==> config.mk <==
export PLATFORM = sky130hd
export DESIGN_NAME = aaipc_pin_ctrl
export DESIGN_NICKNAME = d
export VERILOG_FILES = /design/src/rtl/aaipc_pkg.sv /design/src/rtl/aaipc_pin_ctrl.sv
export VERILOG_INCLUDE_DIRS = /design/src /design/src/rtl
export SDC_FILE = /design/constraint.sdc
export NUM_CORES = 2
export LEC_CHECK = 0
export BUFFER_PORTS_ARGS = -buffer_cell sky130_fd_sc_hd__clkbuf_2
export CAP_MARGIN = 20
export CORE_MARGIN = 3
export CORE_UTILIZATION = 30
export CTS_CLUSTER_DIAMETER = 100
export DETAILED_ROUTE_END_ITERATION = 12
export GPL_TIMING_DRIVEN = 0
export PLACE_DENSITY_LB_ADDON = 0.25
export SYNTH_ARGS = -nofsm -noshare
export SYNTH_HDL_FRONTEND = slang
export SYNTH_SLANG_ARGS = --single-unit
==> constraint.sdc <==
create_clock -name clk_sys -period 319.2 [get_ports clk_sys]
set_clock_uncertainty 0.2 [all_clocks]
set_input_delay 63.84 -clock clk_sys [delete_from_list [all_inputs] [get_ports clk_sys]]
set_output_delay 63.84 -clock clk_sys [all_outputs]
set_load 0.02 [all_outputs]
==> src/rtl/aaipc_defines.svh <==
// Constants for the multi-use pin and analog output control block.
// Assumes a 250 MHz system clock and a 16-bit converter.
`ifndef AAIPC_DEFINES_SVH
`define AAIPC_DEFINES_SVH
// ****************************************
// Register indexes
// ****************************************
`define AAIPC_A_PIN3   4'h0
`define AAIPC_A_GROUP  4'h1
`define AAIPC_A_MEAN   4'h2
`define AAIPC_A_SIG    4'h3
`define AAIPC_A_ANGLE  4'h4
`define AAIPC_A_RANGE  4'h5
`define AAIPC_A_FIXED  4'h6
`define AAIPC_A_IVL    4'h7
`define AAIPC_A_PIN1   4'h8
`define AAIPC_A_PIN4   4'h9
`define AAIPC_A_STAT   4'hA
`define AAIPC_A_ADC    4'hB
// ****************************************
// Limits and reset values
// ****************************************
`define AAIPC_FN_MAX    5'h14
`define AAIPC_P14_MAX   3'h4
`define AAIPC_SIG_OFF   2'h2
`define AAIPC_MEAN_MAX  2'h3
`define AAIPC_AO_MAX    2'h2
`define AAIPC_RANGE_RST 7'h3C
`define AAIPC_RANGE_MIN 7'h01
`define AAIPC_RANGE_MAX 7'h64
`define AAIPC_IVL_RST   9'h032
`define AAIPC_IVL_MAX   9'h100
// ****************************************
// Pin function codes
// ****************************************
`define AAIPC_FN_AIN    5'h01
`define AAIPC_FN_VT     5'h03
`define AAIPC_FN_FILL   5'h05
`define AAIPC_FN_LOW    5'h06
`define AAIPC_FN_HIGH   5'h07
`define AAIPC_FN_HT_P   5'h08
`define AAIPC_FN_HT_N   5'h09
`define AAIPC_FN_HT_PU  5'h0A
`define AAIPC_FN_HT_ND  5'h0B
`define AAIPC_FN_HT_PD  5'h0C
`define AAIPC_FN_HT_NU  5'h0D
`define AAIPC_FN_TRIG   5'h0E
`define AAIPC_FN_CONT   5'h0F
`define AAIPC_FN_BST_H  5'h10
`define AAIPC_FN_BST_L  5'h11
`define AAIPC_FN_DIR    5'h12
`define AAIPC_FN_HST_A  5'h13
`define AAIPC_FN_HST_B  5'h14
// ****************************************
// Scaling and timing
// ****************************************
`define AAIPC_FILL_PCT  7'h50
`define AAIPC_DIR_LIM   9'h0AA
`define AAIPC_DEG360    10'h168
`define AAIPC_SPAN540   10'h21C
`define AAIPC_SPAN720   10'h2D0
`define AAIPC_OFS_WEST  10'h05A
`define AAIPC_OFS_SOUTH 10'h0B4
`define AAIPC_VT_OFS    16'h0190
`define AAIPC_VT_SPAN   16'h04B0
`define AAIPC_SPD_LSB   16'h000A
`define AAIPC_FULL      16'hFFFF
`define AAIPC_HALF      16'h8000
`define AAIPC_HALF_MAG  16'h7FFF
`define AAIPC_CLK_NS    4
`define AAIPC_MS_NS     1000000
`endif

==> src/rtl/aaipc_pkg.sv <==
// Types shared by the pin control block and its surroundings.
// Assumes the constants header is compiled alongside.
package aaipc_pkg;
   typedef struct packed {
      logic [3:0]  addr;
      logic [15:0] wdata;
      logic        wr;
      logic        rd;
   } aaipc_bus_t;

   typedef struct packed {
      logic out;
      logic oe;
      logic pull_up;
      logic pull_down;
   } aaipc_pin_t;

   typedef struct packed {
      logic [15:0] speed;
      logic [15:0] dir;
      logic [15:0] temp;
      logic        temp_en;
   } aaipc_dac_t;
endpackage

==> src/rtl/aaipc_pin_ctrl.sv <==
// Multi-use pin function control, analog output scaling and update pacing.
// Assumes a synchronous register port and an external converter handshake.
`timescale 1ns/100ps
`default_nettype none
`include "aaipc_defines.svh"

module aaipc_pin_ctrl #(
   parameter int CYC_PER_MS = `AAIPC_MS_NS / `AAIPC_CLK_NS
) (
   input  wire logic                     clk_sys,
   input  wire logic                     rst_n,
   input  wire aaipc_pkg::aaipc_bus_t    bus,
   output var  logic [15:0]              rdata,
   input  wire logic                     half_duplex,
   input  wire logic                     pin_in,
   output var  aaipc_pkg::aaipc_pin_t    pin,
   input  wire logic [11:0]              wind_speed,
   input  wire logic signed [12:0]       wind_ew,
   input  wire logic signed [12:0]       wind_ns,
   input  wire logic [8:0]               wind_direction,
   input  wire logic signed [10:0]       sound_temperature,
   input  wire logic [6:0]               fill_pct,
   input  wire logic                     heating_on,
   input  wire logic                     meas_done,
   input  wire logic                     conv_done,
   input  wire logic [15:0]              adc_code,
   output var  logic                     heat_enable,
   output var  logic                     meas_start,
   output var  logic                     burst_start,
   output var  logic                     cont_run,
   output var  logic                     conv_start,
   output var  logic                     calc_enable,
   output var  logic                     vector_speed,
   output var  logic                     vector_angle,
   output var  aaipc_pkg::aaipc_dac_t    dac
);
   import aaipc_pkg::*;

   // ****************************************
   // State
   // ****************************************
   typedef struct packed {
      logic [4:0]  pin3;
      logic [2:0]  pin1;
      logic [2:0]  pin4;
      logic        group;
      logic [1:0]  mean;
      logic [1:0]  sig;
      logic [1:0]  angle;
      logic [6:0]  range;
      logic [15:0] fixed;
      logic [8:0]  ivl;
      logic        sy1;
      logic        sy2;
      logic        sy3;
      logic        fill_seen;
      logic        burst_busy;
      logic        conv_busy;
      logic [17:0] ms_cnt;
      logic [8:0]  ivl_cnt;
      logic [15:0] adc_val;
      logic [15:0] rdata;
      aaipc_pin_t  pin;
      logic        heat;
      logic        meas_start;
      logic        burst_start;
      logic        cont_run;
      logic        conv_start;
      logic        calc;
      logic        vspd;
      logic        vang;
      aaipc_dac_t  dac;
   } aaipc_state_t;

   aaipc_state_t s;
   aaipc_state_t next_s;

   // ****************************************
   // Scaling helpers
   // ****************************************
   function automatic logic [15:0] scale(input logic [15:0] mag,
                                         input logic [15:0] full,
                                         input logic [15:0] top);
      logic [31:0] p;
      p = {16'h0000, mag} * {16'h0000, top};
      if (mag >= full) begin
         scale = top;
      end else begin
         scale = 16'(p / {16'h0000, full});
      end
   endfunction

   // Two-sided component: zero lands on mid span
   function automatic logic [15:0] comp(input logic signed [12:0] v,
                                        input logic [15:0] full);
      logic [12:0] m;
      logic [15:0] k;
      m = v[12] ? (~v + 13'h0001) : v;
      k = scale({3'h0, m}, full, `AAIPC_HALF_MAG);
      comp = v[12] ? (`AAIPC_HALF - k) : (`AAIPC_HALF + k);
   endfunction

   logic        rise;
   logic        lvl;
   logic        alloff;
   logic [15:0] full;
   logic [9:0]  adj;
   logic [9:0]  span;
   logic [15:0] tt;
   logic        ms_tick;

   // ****************************************
   // Next state
   // ****************************************
   always_comb begin
      next_s = s;
      next_s.meas_start = 1'b0;
      next_s.burst_start = 1'b0;
      next_s.conv_start = 1'b0;
      next_s.rdata = 16'h0000;

      // Second stage gives the level; second and third give the edge
      next_s.sy1 = pin_in;
      next_s.sy2 = s.sy1;
      next_s.sy3 = s.sy2;
      lvl = s.sy2;
      rise = s.sy2 & ~s.sy3;

      // Register writes; out-of-range values are dropped
      if (bus.wr) begin
         unique case (bus.addr)
            `AAIPC_A_PIN3: begin
               if (bus.wdata <= {11'h000, `AAIPC_FN_MAX}) begin
                  next_s.pin3 = bus.wdata[4:0];
               end
            end
            `AAIPC_A_GROUP: begin
               if (bus.wdata[15:1] == 15'h0000) begin
                  next_s.group = bus.wdata[0];
               end
            end
            `AAIPC_A_MEAN: begin
               if (bus.wdata[15:2] == 14'h0000) begin
                  next_s.mean = bus.wdata[1:0];
               end
            end
            `AAIPC_A_SIG: begin
               if (half_duplex && bus.wdata <= {14'h0000, `AAIPC_SIG_OFF}) begin
                  next_s.sig = bus.wdata[1:0];
               end
            end
            `AAIPC_A_ANGLE: begin
               if (bus.wdata <= {14'h0000, `AAIPC_AO_MAX}) begin
                  next_s.angle = bus.wdata[1:0];
               end
            end
            `AAIPC_A_RANGE: begin
               if (bus.wdata >= {9'h000, `AAIPC_RANGE_MIN}
                   && bus.wdata <= {9'h000, `AAIPC_RANGE_MAX}) begin
                  next_s.range = bus.wdata[6:0];
               end
            end
            `AAIPC_A_FIXED: next_s.fixed = bus.wdata;
            `AAIPC_A_IVL: begin
               if (bus.wdata <= {7'h00, `AAIPC_IVL_MAX}) begin
                  next_s.ivl = bus.wdata[8:0];
               end
            end
            `AAIPC_A_PIN1: begin
               if (bus.wdata <= {13'h0000, `AAIPC_P14_MAX}) begin
                  next_s.pin1 = bus.wdata[2:0];
               end
            end
            `AAIPC_A_PIN4: begin
               if (bus.wdata <= {13'h0000, `AAIPC_P14_MAX}) begin
                  next_s.pin4 = bus.wdata[2:0];
               end
            end
            default: ;
         endcase
      end

      // Register reads, data one cycle later
      if (bus.rd) begin
         unique case (bus.addr)
            `AAIPC_A_PIN3:  next_s.rdata = {11'h000, s.pin3};
            `AAIPC_A_GROUP: next_s.rdata = {15'h0000, s.group};
            `AAIPC_A_MEAN:  next_s.rdata = {14'h0000, s.mean};
            `AAIPC_A_SIG:   next_s.rdata = {14'h0000, s.sig};
            `AAIPC_A_ANGLE: next_s.rdata = {14'h0000, s.angle};
            `AAIPC_A_RANGE: next_s.rdata = {9'h000, s.range};
            `AAIPC_A_FIXED: next_s.rdata = s.fixed;
            `AAIPC_A_IVL:   next_s.rdata = {7'h00, s.ivl};
            `AAIPC_A_PIN1:  next_s.rdata = {13'h0000, s.pin1};
            `AAIPC_A_PIN4:  next_s.rdata = {13'h0000, s.pin4};
            `AAIPC_A_STAT:  next_s.rdata = {9'h000, s.heat, s.calc,
                                            s.fill_seen, s.burst_busy,
                                            s.cont_run, s.conv_busy, lvl};
            `AAIPC_A_ADC:   next_s.rdata = s.adc_val;
            default:        next_s.rdata = 16'h0000;
         endcase
      end

      // Averaging method decode
      next_s.vspd = (s.mean == 2'h0) || (s.mean == `AAIPC_MEAN_MAX);
      next_s.vang = (s.mean == 2'h0) || (s.mean == 2'h2);

      // Sticky until the next reset
      if (fill_pct > `AAIPC_FILL_PCT) begin
         next_s.fill_seen = 1'b1;
      end

      // Pin drive, pulls and heating by function
      next_s.pin = '0;
      next_s.heat = 1'b1;
      unique case (s.pin3)
         `AAIPC_FN_FILL: begin
            next_s.pin.oe = 1'b1;
            next_s.pin.out = s.fill_seen;
         end
         `AAIPC_FN_LOW: next_s.pin.oe = 1'b1;
         `AAIPC_FN_HIGH: begin
            next_s.pin.oe = 1'b1;
            next_s.pin.out = 1'b1;
         end
         `AAIPC_FN_HT_P: next_s.heat = lvl;
         `AAIPC_FN_HT_N: next_s.heat = ~lvl;
         `AAIPC_FN_HT_PU: begin
            next_s.heat = lvl;
            next_s.pin.pull_up = 1'b1;
         end
         `AAIPC_FN_HT_ND: begin
            next_s.heat = ~lvl;
            next_s.pin.pull_down = 1'b1;
         end
         `AAIPC_FN_HT_PD: begin
            next_s.heat = lvl;
            next_s.pin.pull_down = 1'b1;
         end
         `AAIPC_FN_HT_NU: begin
            next_s.heat = ~lvl;
            next_s.pin.pull_up = 1'b1;
         end
         `AAIPC_FN_TRIG, `AAIPC_FN_CONT,
         `AAIPC_FN_BST_H: next_s.pin.pull_down = 1'b1;
         `AAIPC_FN_BST_L: next_s.pin.pull_up = 1'b1;
         `AAIPC_FN_DIR: begin
            next_s.pin.oe = 1'b1;
            next_s.pin.out = wind_direction < `AAIPC_DIR_LIM;
         end
         `AAIPC_FN_HST_A, `AAIPC_FN_HST_B: begin
            next_s.pin.oe = 1'b1;
            next_s.pin.out = heating_on;
         end
         default: ;
      endcase

      // Measurement triggers
      if (s.pin3 == `AAIPC_FN_TRIG && rise) begin
         next_s.meas_start = 1'b1;
      end
      // Stop by rewriting 15; a same-cycle edge still starts
      if (bus.wr && bus.addr == `AAIPC_A_PIN3
          && bus.wdata == {11'h000, `AAIPC_FN_CONT}) begin
         next_s.cont_run = 1'b0;
      end else if (s.pin3 != `AAIPC_FN_CONT) begin
         next_s.cont_run = 1'b0;
      end
      if (s.pin3 == `AAIPC_FN_CONT && rise) begin
         next_s.cont_run = 1'b1;
      end
      if (meas_done) begin
         next_s.burst_busy = 1'b0;
      end
      // Level sensed, so a held pin restarts when the last one ends
      if (!s.burst_busy && !meas_done
          && ((s.pin3 == `AAIPC_FN_BST_H && lvl)
              || (s.pin3 == `AAIPC_FN_BST_L && !lvl))) begin
         next_s.burst_start = 1'b1;
         next_s.burst_busy = 1'b1;
      end

      // Analog path enable
      alloff = s.sig == `AAIPC_SIG_OFF && s.pin1 == 3'h0
               && s.pin4 == 3'h0 && s.pin3 == 5'h00;
      next_s.calc = !alloff;

      // Millisecond base and update pacing
      ms_tick = s.ms_cnt == 18'(CYC_PER_MS - 1);
      next_s.ms_cnt = ms_tick ? 18'h00000 : s.ms_cnt + 18'h00001;
      if (ms_tick && s.ivl_cnt < s.ivl) begin
         next_s.ivl_cnt = s.ivl_cnt + 9'h001;
      end
      if (conv_done && s.conv_busy) begin
         next_s.conv_busy = 1'b0;
         if (s.pin3 == `AAIPC_FN_AIN) begin
            next_s.adc_val = adc_code;
         end
      end

      // Scaled output values
      full = {9'h000, s.range} * `AAIPC_SPD_LSB;
      adj = {1'b0, wind_direction};
      span = `AAIPC_DEG360;
      if (s.angle == 2'h1) begin
         adj = adj + `AAIPC_OFS_WEST;
         span = `AAIPC_SPAN540;
      end else if (s.angle == `AAIPC_AO_MAX) begin
         adj = adj + `AAIPC_OFS_SOUTH;
         span = `AAIPC_SPAN720;
      end
      if (adj >= `AAIPC_DEG360) begin
         adj = adj - `AAIPC_DEG360;
      end
      tt = {{5{sound_temperature[10]}}, sound_temperature} + `AAIPC_VT_OFS;

      // Next update only once interval and conversion are both over
      if (s.calc && s.ivl != 9'h000 && !s.conv_busy
          && s.ivl_cnt >= s.ivl) begin
         next_s.conv_start = 1'b1;
         next_s.conv_busy = 1'b1;
         next_s.ivl_cnt = 9'h000;
         if (s.group) begin
            next_s.dac.speed = comp(wind_ew, full);
            next_s.dac.dir = comp(wind_ns, full);
         end else begin
            next_s.dac.speed = scale({4'h0, wind_speed}, full, `AAIPC_FULL);
            next_s.dac.dir = scale({6'h00, adj}, {6'h00, span}, `AAIPC_FULL);
         end
         next_s.dac.temp = tt[15] ? 16'h0000
                           : scale(tt, `AAIPC_VT_SPAN, `AAIPC_FULL);
         if (s.fixed != 16'h0000) begin
            next_s.dac.speed = s.fixed;
            next_s.dac.dir = s.fixed;
            next_s.dac.temp = s.fixed;
         end
      end
      next_s.dac.temp_en = s.calc && s.pin3 == `AAIPC_FN_VT
                           && s.sig != `AAIPC_SIG_OFF;
      if (!s.calc) begin
         next_s.dac = '0;
         next_s.conv_busy = 1'b0;
      end
   end

   // ****************************************
   // Registers
   // ****************************************
   always_ff @(posedge clk_sys) begin
      if (!rst_n) begin
         s <= '0;
         s.range <= `AAIPC_RANGE_RST;
         s.ivl <= `AAIPC_IVL_RST;
         s.heat <= 1'b1;
         s.calc <= 1'b1;
         s.vspd <= 1'b1;
         s.vang <= 1'b1;
      end else begin
         s <= next_s;
      end
   end

   assign rdata = s.rdata;
   assign pin = s.pin;
   assign heat_enable = s.heat;
   assign meas_start = s.meas_start;
   assign burst_start = s.burst_start;
   assign cont_run = s.cont_run;
   assign conv_start = s.conv_start;
   assign calc_enable = s.calc;
   assign vector_speed = s.vspd;
   assign vector_angle = s.vang;
   assign dac = s.dac;
endmodule
`default_nettype wire

# --- After elaboration in Yosys (flattened, before gate mapping) ---
# Index checks and enable logic that the tools add are counted.
totals:
  reg_bits: 176
  inputBits: 110
  output_inout_bits: 77
classes:
  add_sub_neg: 12
  mul: 6
  n_div: 5
  magnitude_cmp: 16
  n_eq_ne: 38
  mux: 37
  n_bitwise: 6
  reduce_logical: 61
op_table:
  columns: ["operator", "n"]
  rows:
  - ["16-bit two-way mux", 12]
  - ["16-bit one-hot mux with 12 select lines", 1]
  - ["28-bit by 11-bit divider with 32-bit output", 3]
  - ["13-bit by 15-bit multiplier with 28-bit output (second input constant)", 2]
  - ["10-bit two-way mux", 5]
  - ["48-bit two-way mux", 1]
  - ["5-bit by 4-bit == test with 1-bit output (second input constant)", 8]
  - ["16-bit adder (first input constant)", 2]
  - ["26-bit by 10-bit divider with 32-bit output", 1]
  - ["32-bit by 11-bit divider with 32-bit output (second input constant)", 1]
  - ["16-bit by 16-bit multiplier with 32-bit output (second input constant)", 1]
  - ["32-bit two-way mux", 1]
  - ["16-bit subtractor (first input constant)", 2]
  - ["12-bit by 16-bit multiplier with 28-bit output (second input constant)", 1]
  - ["3-bit AND reduction", 9]
  - ["13-bit by 1-bit adder with 13-bit output (second input constant)", 2]
  - ["13-bit by 11-bit greater-or-equal comparator with 1-bit output", 2]
  - ["10-bit by 16-bit multiplier with 26-bit output (second input constant)", 1]
  - ["13-bit two-way mux", 2]
  - ["13-bit NOT", 2]
  - ["5-bit == test (second input constant)", 5]
  - ["1-bit logical AND", 20]
  - ["18-bit by 1-bit adder with 18-bit output (second input constant)", 1]
  - ["18-bit == test (second input constant)", 1]
  - ["54 further kinds", 95]

# --- Longest topological paths before layout ---
logic_depth:
  ltp_word: 12
  depth_mapped: 472
  ltp_nobuf: 445

# --- Worst setup path before layout ---
# Ideal clock, no wire load.
synth_timing:
  kind: "input -> register"
  start: "in wind_ns[2]"
  end: "reg s, in the netlist dac[31]"
  setup_time_ps: 128
  t_arrival_ps: 153172
  slack_ps: 165700
  stages: 457
  path_cell_list: "nor4_1 > nand2b_1 > nor2_1 > nand2_1 > nor4b_1 > inv_1 > fa_1 > inv_1 > fa_1 > fa_1 > fa_1 > fa_1 > inv_1 > ha_1 > a21oi_1 > o21ai_0 > a211oi_1 > o221ai_1 > (+421 left out) > a21oi_1 > o2111a_1 > o221ai_1 > a2111oi_0 > o221ai_1 > nor4_2 > and3_1 > ha_1 > a41o_1 > o211ai_1 > a21o_1 > a21o_1 > a21oi_1 > o221ai_1 > a21oi_1 > nor2_1 > a21oi_1 > nor2_1"
synth_between:
  elab_chain_len: 12
synth_lines:
  columns: ["element", "line", "text"]
  rows:
  - ["start: declaration", "aaipc_pin_ctrl.sv:19", "input wire logic signed [12:0] wind_ns,"]
  - ["13-bit NOT", "aaipc_pin_ctrl.sv:98", "m = v[12] ? (~v + 13'h0001) : v;"]
  - ["13-bit by 1-bit adder with 13-bit output", "aaipc_pin_ctrl.sv:98", null]
  - ["13-bit two-way mux (*)", "aaipc_pin_ctrl.sv:98", null]
  - ["13-bit by 15-bit multiplier with 28-bit output", "aaipc_pin_ctrl.sv:85", "p = {16'h0000, mag} * {16'h0000, top};"]
  - ["28-bit by 11-bit divider with 32-bit output", "aaipc_pin_ctrl.sv:89", "scale = 16'(p / {16'h0000, full});"]
  - ["16-bit two-way mux (*)", "aaipc_pin_ctrl.sv:86", "if (mag >= full) begin"]
  - ["16-bit two-way mux (*)", "aaipc_pin_ctrl.sv:323", "if (s.group) begin"]
  - ["16-bit two-way mux (*)", "aaipc_pin_ctrl.sv:318", "if (s.calc && s.ivl != 9'h000 && !s.conv_busy"]
  - ["16-bit adder (no source line) or 16-bit subtractor (tied branches)", null, null]
  - ["16-bit two-way mux (*)", "aaipc_pin_ctrl.sv:100", "comp = v[12] ? (`AAIPC_HALF - k) : (`AAIPC_HALF + k);"]
  - ["32-bit two-way mux (*)", "aaipc_pin_ctrl.sv:323", null]
  - ["48-bit two-way mux (*)", "aaipc_pin_ctrl.sv:332", "if (s.fixed != 16'h0000) begin"]
  - ["end signal: assignment", "aaipc_pin_ctrl.sv:359", "s <= next_s;"]
  - ["end: declaration", "aaipc_pin_ctrl.sv:75", "aaipc_state_t s;"]
# Mark *: on every way between the ends. The rest lies on a longest branch, timed or not. The select of a mux whose other input is x is not followed.
# A chain may end at the register's enable or synchronous reset.

# --- Final worst setup path ---
layout_timing:
  start: "in wind_ns[12]"
  end: "reg s, in the netlist dac[29]"
layout_between:
  elab_chain_len: 12
layout_lines:
  columns: ["element", "line"]
  rows:
  - ["13-bit NOT", "aaipc_pin_ctrl.sv:98"]
  - ["13-bit by 1-bit adder with 13-bit output", "aaipc_pin_ctrl.sv:98"]
  - ["13-bit two-way mux", "aaipc_pin_ctrl.sv:98"]
  - ["13-bit by 15-bit multiplier with 28-bit output", "aaipc_pin_ctrl.sv:85"]
  - ["28-bit by 11-bit divider with 32-bit output", "aaipc_pin_ctrl.sv:89"]
  - ["16-bit two-way mux", "aaipc_pin_ctrl.sv:86"]
  - ["16-bit two-way mux", "aaipc_pin_ctrl.sv:323"]
  - ["16-bit two-way mux", "aaipc_pin_ctrl.sv:318"]
  - ["16-bit adder (no source line) or 16-bit subtractor (tied branches)", null]
  - ["16-bit two-way mux (*)", "aaipc_pin_ctrl.sv:100"]
  - ["32-bit two-way mux (*)", "aaipc_pin_ctrl.sv:323"]
  - ["48-bit two-way mux (*)", "aaipc_pin_ctrl.sv:332"]
# Marked as above.

==> results.ini <==
[status]
status = complete, but fails checks
violations = slew limit

[global_routing]
antenna_found_initial = 13
grt_use_total = 0.189
grt_max_degree = 68
grt-ovfl-total = 0
grt_pass1_vias = 101000
grt_pass1_wl_um = 548000

[cts]
ctsResizeCount = 0
cts_tree = built
clock-sinks = 176
clock_latency_ps = 460
cts_made_buffers = 17
hold_buffers = 0
clk_pin_slew_ps = 70
ctsHtreeMaxLevel = 4
postCtsSetupBuffers = 0
cts.path.max_buffers = 2
ctsRootBufferMaster = clkbuf_16

[critical_path]
critPathRequiredTime_ps = 319380
start_kind = input port
cp.arrival_ps = 174830
r2r_start = s[151]
crit_start = wind_ns[12]
crit_buf_inv = 57
slowest_delay_ps = 950
cp_max_fo = 10
worstSetupPathType = in2reg
crit_top_cell = o21a_1
crit_path_end_kind = register
crit_family = compound AO/OA/AOI/OAI gates
critPathSlowestCell = a221oi_1

[yosys]
yosysTopAreaCell = ha_1
synthTopCellsByCount = ha_1, nor2_1, nand2_1
yosysSeqAreaShare = 0.0344
synth_xor_xnor_area_share = 0.0585
synth_top_family_by_area = compound AO/OA/AOI/OAI gates
synth_warnings = 0
synth_top_area_frac = 0.175
synth_mux_area_frac = 0.0432
synthCells = 14400
synthesis.area_um2 = 102000
synth.most_common_cell = ha_1
yosysUniqueCellTypes = 151
async_flop_share = 0
synth_compound_area_frac = 0.305
synth-edff-count = 0
ys_ff_latch = 176
synth_ff_type = dfxtp_1
yosys.area_share.simple = 0.271
synth_fa_ha_area_frac = 0.238
syn_avg_cell_area_um2 = 7.13
synthTopCellsByArea = ha_1, fa_1, o21a_1, nor2_1, nand2_1

[routing]
dr_wl_met3_um = 10900
routed-wl-met2_um = 158000
wl_per_cell_um = 17.9
drt_first_pass_iters = 6
routed_wl_um = 344000
route.top_layer_used = met5
dr_total_vias = 107000
wl_met1_um = 164000
antenna_left = 0
vias_per_cell = 5.59
remaining_drc_errors = 0
drt-initial-drc-count = 6968

[floorplan]
initial_utilization = 0.303
core_area_um2 = 338000
die-height_um = 590
rows = 213
pin_count = 187
die_area_um2 = 348000
die_w_um = 590

[placement]
gp_congestion = 0.908
place_inst = 19100
portBuffers = 183
dp_hpwl_um = 288000

[timing]
fin_crit_ps = 174650
worstMarginPinSlew_ps = 1580
maxSlewViolCount = 3
finalSetupTns_ps = 0
hold_viol_final = 0
relSlewSlack = -0.0688
rsz0062_at_grt = false
fin_crit_sh = 0.547
max_freq_mhz = 5.73
setup_viol = 0

[finish]
nNetsFinal = 16500
fin_cells = 19200
drive_gt1_frac = 0.0771
area_delta_synth_final_pct = 7.94

[job]
cap_violations = 0

[worst_hold_path]
hp-start = next_s[124]
hp-class = reg2reg

-- layout by cell type, fill, tap and decap left out, drive strengths merged, types with 61 or more instances in the layout --
| cell | synthesis | final |
|---|---|---|
| inv | 808 | 814 |
| o31ai | 377 | 377 |
| nor3 | 973 | 973 |
| or2 | 222 | 222 |
| nor4 | 135 | 135 |
| and3 | 137 | 137 |
| o21ai | 729 | 729 |
| or4 | 65 | 65 |
| dfxtp | 176 | 176 |
| mux2 | 228 | 228 |
| and2 | 170 | 170 |
| a211o | 61 | 61 |
| o21a | 770 | 770 |
| xnor2 | 435 | 435 |
| o22ai | 71 | 71 |
| nand2b | 160 | 160 |
| a31oi | 146 | 146 |
| xor2 | 245 | 245 |
| nor2b | 118 | 118 |
| o211ai | 148 | 148 |
| buf | 175 | 222 |
| a21oi | 912 | 912 |
| a21o | 224 | 224 |
| nor2 | 1325 | 1325 |
| clkbuf | 274 | 481 |
| nand3 | 363 | 363 |
| a211oi | 165 | 165 |
| fa | 315 | 315 |
| ha | 1428 | 1428 |
| or3 | 169 | 169 |
| mux2i | 182 | 182 |
| nand2 | 1304 | 1304 |
| nand4 | 176 | 176 |
-- worst paths after layout --
path         endpoint  slack (ps)  cells after the start
max reg2reg   dac[33]      211360                    439
min reg2reg       lvl         240                      1
min               lvl         240                      1
max           dac[29]      144550                    453
-- cell families after synthesis --
logic type | after synthesis
fa+ha+maj | 1761
flops | 176
xor+xnor | 681
simple gates | 5574
compound gates | 4490
buf+inv | 1258
mux | 410
other cells | 1
-- final cells by class --
| type | instances | area (um^2) |
|---|---|---|
| clock inverters | 11 | 96.3 |
| inverters | 809 | 3070 |
| diodes | 7 | 17.5 |
| repair buffers | 234 | 1700 |
| flip-flops and latches | 176 | 3520 |
| multi-input cells | 12900 | 93900 |
| clock buffers | 21 | 470 |
| well taps | 4515 | 5650 |
| plain buffers | 449 | 2100 |
| fillers | 36800 | 228000 |
-- state kept, by name (all words and copies together), names as in the netlist --
name / cells
burst_start: 1
calc_enable: 1
cont_run: 1
conv_start: 1
dac: 49
heat_enable: 1
lvl: 1
meas_start: 1
next_s: 1
pin: 4
rdata: 16
s: 97
vector_angle: 1
vector_speed: 1
-- worst register-to-register path: cells and delay by family, from the launching register on --
kind,cells,cell delay (ps)
mux,2,590
xor+xnor,1,470
flops,1,850
compound gates,259,56830
fa+ha+maj,31,10050
buf+inv,45,13200
simple gates,101,25550
-- through the flow --
step / hold slack (ps) / worst slack, ps / area [um^2] / utilization
2_1_floorplan: 212 / 165700 / 102000 / -
3_3_place_gp: 217 / 144900 / 109000 / 0.322
3_5_place_dp: 218 / 145320 / 110000 / 0.325
4_1_cts: 234 / 145320 / 110000 / 0.327
5_1_grt: 260 / 135550 / 110000 / 0.327
6_report: 239 / 144550 / 110000 / 0.327
-- layer usage --
layer,vias to the layer above,track usage
met5,-,0
met4,4,0.0487
met3,285,0.00724
met2,1959,0.323
met1,50400,0.259
li1,54400,-
Power is left out: the tool's default activity adds up to more than one toggle a clock period on the data nets, which glitch-free logic cannot reach.
